$ cat config.mk
export PLATFORM = sky130hd
export DESIGN_NAME = flyback_fault_and_sr_sequencer
export DESIGN_NICKNAME = d
export VERILOG_FILES = /design/src/verilog/sync_2ff.v /design/src/verilog/flyback_fault_and_sr_sequencer.v
export VERILOG_INCLUDE_DIRS = /design/src /design/src/verilog
export SDC_FILE = /design/constraint.sdc
export NUM_CORES = 1
export LEC_CHECK = 0
export ABC_CLOCK_PERIOD_IN_PS = 5300
export BUFFER_PORTS_ARGS = -buffer_cell sky130_fd_sc_hd__buf_2
export CAP_MARGIN = 20
export CORE_ASPECT_RATIO = 0.7
export CORE_UTILIZATION = 65
export CTS_CLUSTER_DIAMETER = 80
export CTS_CLUSTER_SIZE = 24
export DETAILED_ROUTE_END_ITERATION = 10
export PLACE_DENSITY = 0.83
export SETUP_SLACK_MARGIN = 0.4
export SLEW_MARGIN = 10
export SYNTH_ARGS = -nofsm -noshare
export SYNTH_HDL_FRONTEND = slang
export SYNTH_HIERARCHICAL = 1
export SYNTH_SLANG_ARGS = --single-unit
$ cat constraint.sdc
create_clock -name clk -period 5.3 [get_ports clk]
set_clock_uncertainty 0.2 [all_clocks]
set_input_delay 1.06 -clock clk [delete_from_list [all_inputs] [get_ports clk]]
set_output_delay 1.06 -clock clk [all_outputs]
set_load 0.05 [all_outputs]
$ cat src/verilog/flyback_defines.vh
`ifndef FLYBACK_DEFINES_VH
`define FLYBACK_DEFINES_VH
// Clock rate
`define CLK_MHZ 125
// Times in their own units
`define SHORT_BLANK_NS 235
`define SENSE_SHORT_US 10
`define EXT_FAULT_US 300
`define STARTUP_TIMEOUT_MS 69
`define SR_MIN_OFF_NS 300
`define UVLO_FILTER_US 10
`define OVERLOAD_MS 68
`define SYNC_MAX_KHZ 85
`define SYNC_MIN_KHZ 20
`define SR_TURNON_DLY_NS 40
`define SR_REARM_DLY_NS 100
// Cycle counts derived from the rate
`define SHORT_BLANK_CYC ((`SHORT_BLANK_NS * `CLK_MHZ + 999) / 1000)
`define SENSE_SHORT_CYC (`SENSE_SHORT_US * `CLK_MHZ)
`define EXT_FAULT_CYC (`EXT_FAULT_US * `CLK_MHZ)
`define STARTUP_TIMEOUT_CYC (`STARTUP_TIMEOUT_MS * 1000 * `CLK_MHZ)
`define SR_MIN_OFF_CYC ((`SR_MIN_OFF_NS * `CLK_MHZ + 999) / 1000)
`define UVLO_FILTER_CYC (`UVLO_FILTER_US * `CLK_MHZ)
`define OVERLOAD_CYC (`OVERLOAD_MS * 1000 * `CLK_MHZ)
`define SYNC_MIN_PERIOD_CYC ((`CLK_MHZ * 1000 + `SYNC_MAX_KHZ - 1) / `SYNC_MAX_KHZ)
`define SYNC_MAX_PERIOD_CYC ((`CLK_MHZ * 1000) / `SYNC_MIN_KHZ)
`define SR_TURNON_DLY_CYC ((`SR_TURNON_DLY_NS * `CLK_MHZ + 999) / 1000)
`define SR_REARM_DLY_CYC ((`SR_REARM_DLY_NS * `CLK_MHZ + 999) / 1000)
// Sync pulse high width
`define SYNC_PULSE_CYC 125
// Secondary sequencer states
`define SEC_IDLE 2'h0
`define SEC_CONFIG 2'h1
`define SEC_RUN 2'h2
`endif

$ cat src/verilog/sync_2ff.v
`timescale 1ns/1ps
module sync_2ff #(
    parameter W = 1
) (
    input wire clk,
    input wire rstn,
    input wire [W-1:0] d,
    output reg [W-1:0] q
);
    reg [W-1:0] meta_reg;

    // Two flops for inputs from outside the clock
    always @(posedge clk) begin
        if (!rstn) begin
            meta_reg <= {W{1'b0}};
            q <= {W{1'b0}};
        end else begin
            meta_reg <= d;
            q <= meta_reg;
        end
    end
endmodule

$ cat src/verilog/flyback_fault_and_sr_sequencer.v
// Operation
// Short-circuit comparator trip raises fault, short blanking
// Supply overvoltage raises auto-restart fault
// Brown-out raises auto-restart fault
// Thermal stops switching, latched until clear
// No secondary start-up in timeout: fault
// Open sense pin raises short-circuit fault
// Long on-time with zero sense: fault
// Filtered external-fault low forces sync high
// External flag cleared only at restart level
// Self-configuration first after secondary turn-on
// Cable compensation only if capacitor; 20kHz floor
// Zero crossing while armed sets gate, delayed
// Raised threshold allows turn-off in min on-time
// DCM: disarm until min off and sync
// Sync edge turns gate off; rearm above 1.6V
// Burst disables driver, logic keeps running
// Sync frequency falls with comp, capped
// Comp above burst threshold enters burst
// Below turn-off level resets secondary state
// Undervoltage filtered before lockout
// Overload beyond delay forces sync low, sticky
// Overload timer also runs at bottom comp
// Auto-restart: stop, clear at restart level, recharge
// Inputs synchronised, delays counted in cycles; comp_level is used without a synchroniser
// Faults hold gate off; forced sync is fault
`timescale 1ns/1ps
`include "flyback_defines.vh"
module flyback_fault_and_sr_sequencer #(
    parameter STARTUP_CYC = `STARTUP_TIMEOUT_CYC,
    parameter OVERLOAD_CYC = `OVERLOAD_CYC,
    parameter EXT_CYC = `EXT_FAULT_CYC,
    parameter SENSE_SHORT_CYC = `SENSE_SHORT_CYC,
    parameter UVLO_CYC = `UVLO_FILTER_CYC,
    parameter COMP_W = 8,
    parameter [COMP_W-1:0] BURST_LEVEL = 8'he0,
    parameter [COMP_W-1:0] COMP_BOTTOM = 8'h08
) (
    input wire clk,
    input wire rstn,
    input wire short_circuit_cmp,
    input wire supply_ov,
    input wire brown_out,
    input wire thermal_hot,
    input wire cs_near_zero,
    input wire external_fault_pin_low,
    input wire below_auto_restart_level,
    input wire pwm_request,
    input wire sync_rx,
    input wire vdd_above_turnon,
    input wire vdd_below_turnoff,
    input wire cable_cap_present,
    input wire rectifier_drain_sense,
    input wire raised_turnoff_threshold,
    input wire drain_above_rearm,
    input wire overload_cmp,
    input wire [COMP_W-1:0] comp_level,
    output reg primary_gate,
    output reg charge_source_en,
    output wire short_circuit_fault,
    output wire supply_overvoltage_fault,
    output wire input_undervoltage_fault,
    output wire primary_thermal_fault,
    output wire startup_timeout_fault,
    output wire sense_short_fault,
    output wire ext_fault_flag,
    output reg sync_tx_force_high,
    output reg rectifier_gate,
    output reg sync_tx,
    output reg burst_mode,
    output reg cable_comp_en,
    output reg output_overload_fault,
    output reg secondary_undervoltage_lockout,
    output reg [1:0] sec_state
);
    localparam ST_IDLE = `SEC_IDLE;
    localparam ST_CONFIG = `SEC_CONFIG;
    localparam ST_RUN = `SEC_RUN;

    // input synchronisers
    wire [17:0] raw_in = {short_circuit_cmp, supply_ov, brown_out, thermal_hot, cs_near_zero,
        external_fault_pin_low, below_auto_restart_level, sync_rx, vdd_above_turnon, vdd_below_turnoff,
        cable_cap_present, rectifier_drain_sense, raised_turnoff_threshold, drain_above_rearm,
        overload_cmp, pwm_request, 2'b00};
    wire [17:0] s;
    sync_2ff #(.W(18)) u_sync (.clk(clk), .rstn(rstn), .d(raw_in), .q(s));
    wire scp_s = s[17];
    wire ovp_s = s[16];
    wire bo_s = s[15];
    wire hot_s = s[14];
    wire csz_s = s[13];
    wire ext_s = s[12];
    wire aut_s = s[11];
    wire sync_s = s[10];
    wire on_s = s[9];
    wire off_s = s[8];
    wire cap_s = s[7];
    wire zc_s = s[6];
    wire roff_s = s[5];
    wire rearm_s = s[4];
    wire ol_s = s[3];
    wire req_s = s[2];

    // Saturating timer step
    function [31:0] tick;
        input cond;
        input [31:0] cnt;
        input [31:0] lim;
        begin
            tick = !cond ? 32'h0 : (cnt >= lim ? cnt : cnt + 32'h1);
        end
    endfunction

    // Primary fault flags
    reg [6:0] flag_reg;
    reg [31:0] ext_cnt_reg;
    reg [31:0] su_cnt_reg;
    reg [31:0] on_cnt_reg;
    reg started_reg;
    reg sync_d_reg;
    assign short_circuit_fault = flag_reg[0];
    assign supply_overvoltage_fault = flag_reg[1];
    assign input_undervoltage_fault = flag_reg[2];
    assign primary_thermal_fault = flag_reg[3];
    assign startup_timeout_fault = flag_reg[4];
    assign sense_short_fault = flag_reg[5];
    assign ext_fault_flag = flag_reg[6];
    wire any_fault = |flag_reg;
    wire blank_done = on_cnt_reg >= `SHORT_BLANK_CYC;
    wire sync_rise = sync_s & ~sync_d_reg;
    wire [6:0] set_vec;
    // blanked short-circuit trip, open pin reads high
    assign set_vec[0] = primary_gate & blank_done & scp_s;
    // overvoltage
    assign set_vec[1] = ovp_s;
    // brown-out
    assign set_vec[2] = bo_s;
    // thermal trip
    assign set_vec[3] = hot_s;
    // start-up timeout
    assign set_vec[4] = su_cnt_reg >= STARTUP_CYC;
    // long on-time with zero sense
    assign set_vec[5] = primary_gate & (on_cnt_reg >= SENSE_SHORT_CYC) & csz_s;
    // filtered external pin
    assign set_vec[6] = ext_cnt_reg >= EXT_CYC;

    // Primary sequencing
    always @(posedge clk) begin
        if (!rstn) begin
            flag_reg <= 7'h00;
            ext_cnt_reg <= 32'h0;
            su_cnt_reg <= 32'h0;
            on_cnt_reg <= 32'h0;
            started_reg <= 1'b0;
            sync_d_reg <= 1'b0;
            primary_gate <= 1'b0;
            charge_source_en <= 1'b0;
            sync_tx_force_high <= 1'b0;
        end else begin
            sync_d_reg <= sync_s;
            ext_cnt_reg <= tick(ext_s, ext_cnt_reg, EXT_CYC);
            on_cnt_reg <= primary_gate ? on_cnt_reg + 32'h1 : 32'h0;
            if (sync_rise)
                started_reg <= 1'b1;
            su_cnt_reg <= (started_reg | any_fault) ? 32'h0 : su_cnt_reg + 32'h1;
            // clear at restart level, set wins, thermal waits
            if (aut_s) begin
                flag_reg <= set_vec | (flag_reg & {1'b0, 2'b00, hot_s, 3'b000});
                started_reg <= 1'b0;
            end else begin
                flag_reg <= flag_reg | set_vec;
            end
            // recharge source at restart level
            charge_source_en <= aut_s;
            // sync forced high by external fault
            sync_tx_force_high <= flag_reg[6];
            // gate held off during faults
            if (any_fault | (|set_vec))
                primary_gate <= 1'b0;
            else
                primary_gate <= req_s;
        end
    end

    // Secondary sequencer
    reg [31:0] uv_cnt_reg;
    reg [31:0] ol_cnt_reg;
    reg [31:0] per_cnt_reg;
    reg [31:0] sr_cnt_reg;
    reg armed_reg;
    reg on_pend_reg;
    reg sync_int_d_reg;
    reg rearm_pend_reg;
    wire run = sec_state == ST_RUN;
    // period grows with comp, never below max-frequency period
    wire [31:0] period = `SYNC_MIN_PERIOD_CYC + {24'h0, comp_level} * 32'd32;
    wire sync_edge = run & (per_cnt_reg == 32'h0);

    always @(posedge clk) begin
        if (!rstn) begin
            sec_state <= ST_IDLE;
            uv_cnt_reg <= 32'h0;
            secondary_undervoltage_lockout <= 1'b0;
        end else begin
            // filter before lockout
            uv_cnt_reg <= tick(off_s, uv_cnt_reg, UVLO_CYC);
            secondary_undervoltage_lockout <= uv_cnt_reg >= UVLO_CYC;
            case (sec_state)
                // configure before anything else
                ST_IDLE: if (on_s) sec_state <= ST_CONFIG;
                ST_CONFIG: sec_state <= ST_RUN;
                ST_RUN: if (secondary_undervoltage_lockout) sec_state <= ST_IDLE;
                default: sec_state <= ST_IDLE;
            endcase
        end
    end

    // Secondary datapath, reset whenever idle
    always @(posedge clk) begin
        // idle resets all secondary datapath state
        if (!rstn || sec_state == ST_IDLE) begin
            cable_comp_en <= 1'b0;
            burst_mode <= 1'b0;
            per_cnt_reg <= 32'h0;
            sync_tx <= 1'b0;
            ol_cnt_reg <= 32'h0;
            output_overload_fault <= 1'b0;
            sr_cnt_reg <= 32'h0;
            armed_reg <= 1'b0;
            on_pend_reg <= 1'b0;
            rectifier_gate <= 1'b0;
            sync_int_d_reg <= 1'b0;
            rearm_pend_reg <= 1'b0;
        end else begin
            // compensation from capacitor detect
            if (sec_state == ST_CONFIG) begin
                cable_comp_en <= cap_s;
                armed_reg <= 1'b1;
            end
            // burst above threshold
            burst_mode <= comp_level > BURST_LEVEL;
            // sync period counter, clamped to 20kHz floor
            if (run)
                per_cnt_reg <= (per_cnt_reg + 32'h1 >= period || per_cnt_reg + 32'h1 >= `SYNC_MAX_PERIOD_CYC)
                    ? 32'h0 : per_cnt_reg + 32'h1;
            sync_int_d_reg <= sync_edge;
            // overload timer, sticky flag
            ol_cnt_reg <= tick(ol_s | (comp_level < COMP_BOTTOM), ol_cnt_reg, OVERLOAD_CYC);
            if (ol_cnt_reg >= OVERLOAD_CYC)
                output_overload_fault <= 1'b1;
            // sync held low in overload
            sync_tx <= run & ~output_overload_fault & ~burst_mode & (per_cnt_reg < `SYNC_PULSE_CYC);
            sr_cnt_reg <= rectifier_gate ? 32'h0 : sr_cnt_reg + 32'h1;
            if (sync_edge) begin
                // sync edge turns off, starts rearm delay only if gate was already off
                rectifier_gate <= 1'b0;
                on_pend_reg <= 1'b0;
                armed_reg <= 1'b0;
                rearm_pend_reg <= ~rectifier_gate;
                sr_cnt_reg <= 32'h0;
            end else if (rectifier_gate) begin
                // raised threshold active through min on-time
                if (roff_s) begin
                    rectifier_gate <= 1'b0;
                    armed_reg <= 1'b0;
                end
            end else if (on_pend_reg) begin
                // turn-on delay, driver off in burst
                if (sr_cnt_reg >= `SR_TURNON_DLY_CYC) begin
                    on_pend_reg <= 1'b0;
                    rectifier_gate <= ~burst_mode;
                end
            end else if (armed_reg & zc_s) begin
                // zero crossing sets driver
                on_pend_reg <= 1'b1;
                armed_reg <= 1'b0;
                sr_cnt_reg <= 32'h0;
            end else if (!armed_reg && sr_cnt_reg >= `SR_MIN_OFF_CYC) begin
                // rearm after min off and sync or drain level
                if ((rearm_pend_reg && sr_cnt_reg >= `SR_REARM_DLY_CYC) || (!rearm_pend_reg && rearm_s)) begin
                    armed_reg <= 1'b1;
                    rearm_pend_reg <= 1'b0;
                end
            end
        end
    end
endmodule

==> results of run 1 <==
-- routing by layer --
layer	routed length (um)	part of all wire	vias to the layer above	global-route usage
li1	-	-	4743	-
met1	11810	0.50	4384	0.3523
met2	10230	0.44	205	0.3868
met3	1142	0.049	21	0.03543
met4	263	0.011	0	0.04404
met5	0	0	-	0
-- area by class of cell --
class	count	area [um2]
Tap cell	236	295.3
Fill cell	1370	5346
Clock inverter	2	20.02
Clock buffer	15	375.4
Sequential cell	279	5585
Timing Repair Buffer	46	237.7
Multi-Input combinational cell	989	6087
Inverter	43	161.4
-- worst max-delay path: stages, from the launching register on --
cell	delay (ps)
dfxtp_1	480
ha_1	340
and4_1	280
nand2_1	80
or2_2	320
nand2_1	100
ha_1	250
a211oi_1	230
o31a_1	150
o21ai_0	100
a21oi_1	160
a21oi_1	100
or4_1	790
a21oi_2	210
a21o_1	100
-- worst paths after layout --
kind | from | end | slack [ps] | cells after the start
worst min-delay path | u_sync/q[9]$_SDFF_PN0_ | sec_state[0]$_SDFFE_PN0P_ | 230 | 2
worst min register to register | u_sync/q[9]$_SDFF_PN0_ | sec_state[0]$_SDFFE_PN0P_ | 230 | 2
worst max register to register | per_cnt_reg[0]$_SDFFE_PP0N_ | per_cnt_reg[6]$_SDFFE_PP0N_ | 1360 | 14
worst max-delay path | per_cnt_reg[0]$_SDFFE_PP0N_ | per_cnt_reg[6]$_SDFFE_PP0N_ | 1360 | 14
-- power by group through the flow --
stage          registers [mW]  logic (mW)  clock network [mW]
2_1_floorplan            2.18      0.0604                   0
3_3_place_gp             2.17      0.0899                   0
3_5_place_dp             2.17      0.0928                   0
4_1_cts                  2.12      0.0932                1.20
5_1_grt                  2.13       0.104                1.27
6_report                 2.12      0.0930                1.17
-- per-stage QoR --
| step | util | setup WS (ps) |
|---|---|---|
| 5_1_grt | 0.7048 | 1142 |
| 6_report | 0.7048 | 1360 |
| 2_1_floorplan | - | 1416 |
| 3_5_place_dp | 0.6829 | 871.0 |
| 3_3_place_gp | 0.6829 | 959.7 |
| 4_1_cts | 0.7048 | 1373 |
==> results.sh, run 1 <==
export IMPL_outcome="complete, no violations"
export IMPL_root_buffer="clkbuf_16"
export IMPL_synth_fp_nets=1419
export IMPL_hold_path_class="reg -> reg"
export IMPL_path_class="reg -> reg"
export IMPL_fin_setup_tns_ps=0
export IMPL_num_vias=9353
export IMPL_fin_crit_sh=0.7435
export IMPL_postCtsSetupRepairBufs=0
export IMPL_crit_path_max_fanout=10
export IMPL_syn_inst=1364
export IMPL_layout_nets=1429
export IMPL_drtAntennaViolNets=0
export IMPL_grt_max_degree=82
export IMPL_wl_mm=23.45
export IMPL_ctsResizeCount=0
export IMPL_netlist_area_mm2=0.01207
export IMPL_final_cell_mix="dfxtp_1, nor2_1, nand2_1"
export IMPL_drv_slew=0
export IMPL_clkPwrFrac=0.345
export IMPL_area_growth_pct=5.776
export IMPL_postCtsHoldBufs=0
export IMPL_dr_first_iter_drc_count=706
export IMPL_hold_worst_slack_ps=230.9
export IMPL_firstDrtPassIters=5
export IMPL_max_freq_ghz=0.2538
export IMPL_swShare=0.2134
export IMPL_wl_per_cell_um=14.56
export IMPL_power_density_mw_per_mm2=265.4
export IMPL_num_io_pins=44
export IMPL_p_leak_nw=4.877
export IMPL_final_cells=1610
export IMPL_p_total_mw=3.387
export IMPL_hpwlAfterDp_mm=15.82
export IMPL_htreeDepth=1
export IMPL_cts_sinks=279
export IMPL_min_period_ps=3940
export IMPL_grt_ovfl_total=0
export IMPL_worstSetupEndpointType="flip-flop"
export IMPL_gp_congestion=0.9259
export IMPL_p_int_mw=2.664
export IMPL_diodes=0
export IMPL_port_buffers=43
export IMPL_p_comb_frac=0.027
export IMPL_viasPerCell=5.809
export IMPL_setup_viol_count_final=0
export IMPL_initial_core_util=0.6663
export IMPL_layout_commonest_cell="dfxtp_1"
export IMPL_die_area_mm2=0.01912
export IMPL_p_switching_mw=0.7226
export IMPL_clkTransAtPathRegs_ps=100
export IMPL_grt_pass1_wl_mm=38.53
export IMPL_cp_start_kind="flip-flop"
export IMPL_max_cap_violations=0
export IMPL_grt_pass1_vias=8270
export IMPL_slew_headroom=0.2866
export IMPL_yosys_warnings=6
export IMPL_grt_usage=0.2426
export IMPL_syn_area_per_cell_um2=8.846
export IMPL_design_core_area_mm2=0.01811
export IMPL_ir_drop_mv=0.3104
export IMPL_antenna_found_initial=0
export IMPL_sequentialPowerShare=0.627
export IMPL_placed_area_mm2=0.01237
export IMPL_drive_above_1_share=0.08952
export IMPL_finalHoldViolations=0
export IMPL_critical_path_arrival_ps=4190
export IMPL_clk_insertion_delay_late_ps=500
export IMPL_cts_buffers=15
export IMPL_critPathRequiredTime_ps=5550
export IMPL_tightest_slew_ps=1070
export IMPL_rows=41
export IMPL_design_area_mm2=0.01276
export IMPL_route_detailed_drc=0
export IMPL_post_place_cells=1593
export IMPL_die_h_um=116.0
export IMPL_cts_tree="yes"
export IMPL_die_w_um=164.8
export IMPL_cts_buffer_depth=3
export IMPL_rsz0062_at_grt="no"
(Power assumes the default switching activity.)
==> run 2, diff against run 1 <==
--- a/config.mk
+++ b/config.mk
@@ -6,15 +6,15 @@
 export SDC_FILE = /design/constraint.sdc
 export NUM_CORES = 1
 export LEC_CHECK = 0
-export ABC_CLOCK_PERIOD_IN_PS = 5300
+export ABC_CLOCK_PERIOD_IN_PS = 3400
 export BUFFER_PORTS_ARGS = -buffer_cell sky130_fd_sc_hd__buf_2
 export CAP_MARGIN = 20
 export CORE_ASPECT_RATIO = 0.7
-export CORE_UTILIZATION = 65
+export CORE_UTILIZATION = 56
 export CTS_CLUSTER_DIAMETER = 80
 export CTS_CLUSTER_SIZE = 24
 export DETAILED_ROUTE_END_ITERATION = 10
-export PLACE_DENSITY = 0.83
+export PLACE_DENSITY = 0.76
 export SETUP_SLACK_MARGIN = 0.4
 export SLEW_MARGIN = 10
 export SYNTH_ARGS = -nofsm -noshare
==> constraint.sdc (replaced) <==
create_clock -name clk -period 3.4 [get_ports clk]
set_clock_uncertainty 0.2 [all_clocks]
set_input_delay 0.68 -clock clk [delete_from_list [all_inputs] [get_ports clk]]
set_output_delay 0.68 -clock clk [all_outputs]
set_load 0.05 [all_outputs]
==> results.sh, run 2 (synthesized netlist as in run 1, its figures left out) <==
export IMPL_hpwlAfterDp_mm=17.22
export IMPL_wl_per_cell_um=14.65
export IMPL_die_w_um=177.4
export IMPL_cp_slowest_cell="or4_4"
export IMPL_cts_sinks=279
export IMPL_grt_usage=0.2235
export IMPL_max_stage_delay_ps=550
export IMPL_htreeDepth=1
export IMPL_die_area_mm2=0.02215
export IMPL_cts_buffers=15
export IMPL_die_h_um=124.8
export IMPL_cts_buffer_depth=3
export IMPL_num_io_pins=44
export IMPL_cp_start_kind="flip-flop"
export IMPL_drtAntennaViolNets=0
export IMPL_power_density_mw_per_mm2=386.6
export IMPL_root_buffer="clkbuf_16"
export IMPL_multi_input_area_mm2=0.006442
export IMPL_viasPerCell=5.590
export IMPL_finalHoldViolations=0
export IMPL_crit_reg2reg_launch="per_cnt_reg[1]$_SDFFE_PP0N_"
export IMPL_final_cell_mix="dfxtp_1, nor2_1, nand2_1, xor2_1, and3_1"
export IMPL_ir_drop_mv=0.3263
export IMPL_cp_depth=13
export IMPL_layout_nets=1496
export IMPL_drv_slew=0
export IMPL_critical_path_arrival_ps=3530
export IMPL_max_cap_violations=0
export IMPL_setup_slack_ps=108.1
export IMPL_crit_end="per_cnt_reg[5]$_SDFFE_PP0N_"
export IMPL_regArea_mm2=0.005613
export IMPL_cts_tree="yes"
export IMPL_nFillCells=1719
export IMPL_min_period_ps=3292
export IMPL_diodes=0
export IMPL_postCtsHoldBufs=0
export IMPL_slew_headroom=0.5595
export IMPL_fin_crit_sh=0.9682
export IMPL_reg2reg_slack_ps=110
export IMPL_layout_commonest_cell="dfxtp_1"
export IMPL_outcome="complete, no violations"
export IMPL_fin_setup_tns_ps=0
export IMPL_crit_buf_inv=2
export IMPL_rr_endpoint="per_cnt_reg[5]$_SDFFE_PP0N_"
export IMPL_area_growth_pct=13.88
export IMPL_max_freq_ghz=0.3038
export IMPL_dr_first_iter_drc_count=561
export IMPL_dpl_worst_slack_ps=-335.3
export IMPL_grt_max_degree=69
export IMPL_setup_viol_count_final=0
export IMPL_critPathTopFamily="simple AND/OR/NAND/NOR gates"
export IMPL_r2r_cells=13
export IMPL_rows=44
export IMPL_crit_path_max_fanout=5
export IMPL_worstSetupEndpointType="flip-flop"
export IMPL_design_core_area_mm2=0.02092
export IMPL_tightest_slew_ps=654.7
export IMPL_clk_insertion_delay_late_ps=500
export IMPL_clkTransAtPathRegs_ps=100
export IMPL_antenna_found_initial=0
export IMPL_gp_congestion=0.8960
export IMPL_hold_worst_slack_ps=205.8
export IMPL_initial_core_util=0.5767
export IMPL_drive_above_1_share=0.1686
export IMPL_cp_startpoint="per_cnt_reg[1]$_SDFFE_PP0N_"
export IMPL_rsz0062_at_grt="yes"
export IMPL_worstPathCellList="ha_4, buf_6, nand4_1, nor3_2, xor2_2, ha_2, a2111oi_4, and4_1, o2111ai_2, or4_4, buf_8, a21oi_2, a21o_1"
export IMPL_hold_path_class="in -> reg"
export IMPL_grt_ovfl_total=0
export IMPL_critPathRequiredTime_ps=3640
export IMPL_route_detailed_drc=0
export IMPL_num_vias=9598
export IMPL_port_buffers=43
export IMPL_grt_pass1_wl_mm=41.62
export IMPL_firstDrtPassIters=5
export IMPL_path_class="reg -> reg"
export IMPL_wl_mm=25.16
export IMPL_grt_pass1_vias=8726
export IMPL_p_leak_nw=5.303
-- run 2: per-layer routing --
metal | share of wire | vias to the layer above | global-route usage | routed length [um]
met5 | 0 | - | 0 | 0
met2 | 0.42 | 199 | 0.3251 | 10500
met1 | 0.52 | 4498 | 0.3468 | 13000
met4 | 0.019 | 0 | 0.04927 | 473
li1 | - | 4865 | - | -
met3 | 0.047 | 36 | 0.02930 | 1184
-- run 2: metrics by stage --
| stage | instance area [um2] | std cells | power, mW | utilization |
|---|---|---|---|---|
| final | 13740 | 1717 | 5.312 | 0.6568 |
| after global routing | 13740 | 1717 | 5.513 | 0.6568 |
| after CTS | 13530 | 1708 | 5.369 | 0.6467 |
| after detailed placement | 12830 | 1682 | 3.547 | 0.6131 |
| after global placement | 12830 | 1682 | 3.542 | 0.6131 |
| after floorplan | 12110 | 1364 | 3.486 | - |
-- run 2: worst min path at each step --
stage / startpoint / to / cells past startpoint
after global placement: u_sync/q[11]$_SDFF_PN0_ / started_reg$_SDFFE_PP0P_ / 1
after global routing: short_circuit_cmp / u_sync/meta_reg[17]$_SDFF_PN0_ / 2
after CTS: cs_near_zero / u_sync/meta_reg[13]$_SDFF_PN0_ / 2
final: cs_near_zero / u_sync/meta_reg[13]$_SDFF_PN0_ / 2
after detailed placement: u_sync/q[11]$_SDFF_PN0_ / started_reg$_SDFFE_PP0P_ / 1
after floorplan: u_sync/q[11]$_SDFF_PN0_ / started_reg$_SDFFE_PP0P_ / 1
-- run 2: area by class of cell --
cell class / count / share of cell area
clock buffers: 15 / 0.02732
clock inverters: 2 / 0.001457
inverters: 43 / 0.01175
multi-input cells: 989 / 0.4689
flip-flops and latches: 279 / 0.4085
well taps: 276 / 0.02513
repair buffers: 113 / 0.05692
-- run 2: what timing repair did --
item,in CTS,in global routing
pin swaps,19,30
setup buffers,8,9
setup endpoints to repair,13,22
resized for setup,57,29
cloned,1,0
-- run 2: power breakdown --
group	leakage (nW)	total [mW]	internal, mW	switching (mW)
Sequential	2.26	3.31	3.29	0.0189
Clock	0.195	1.82	0.810	1.02
Combinational	2.85	0.181	0.0719	0.110
Total	5.30	5.31	4.17	1.14
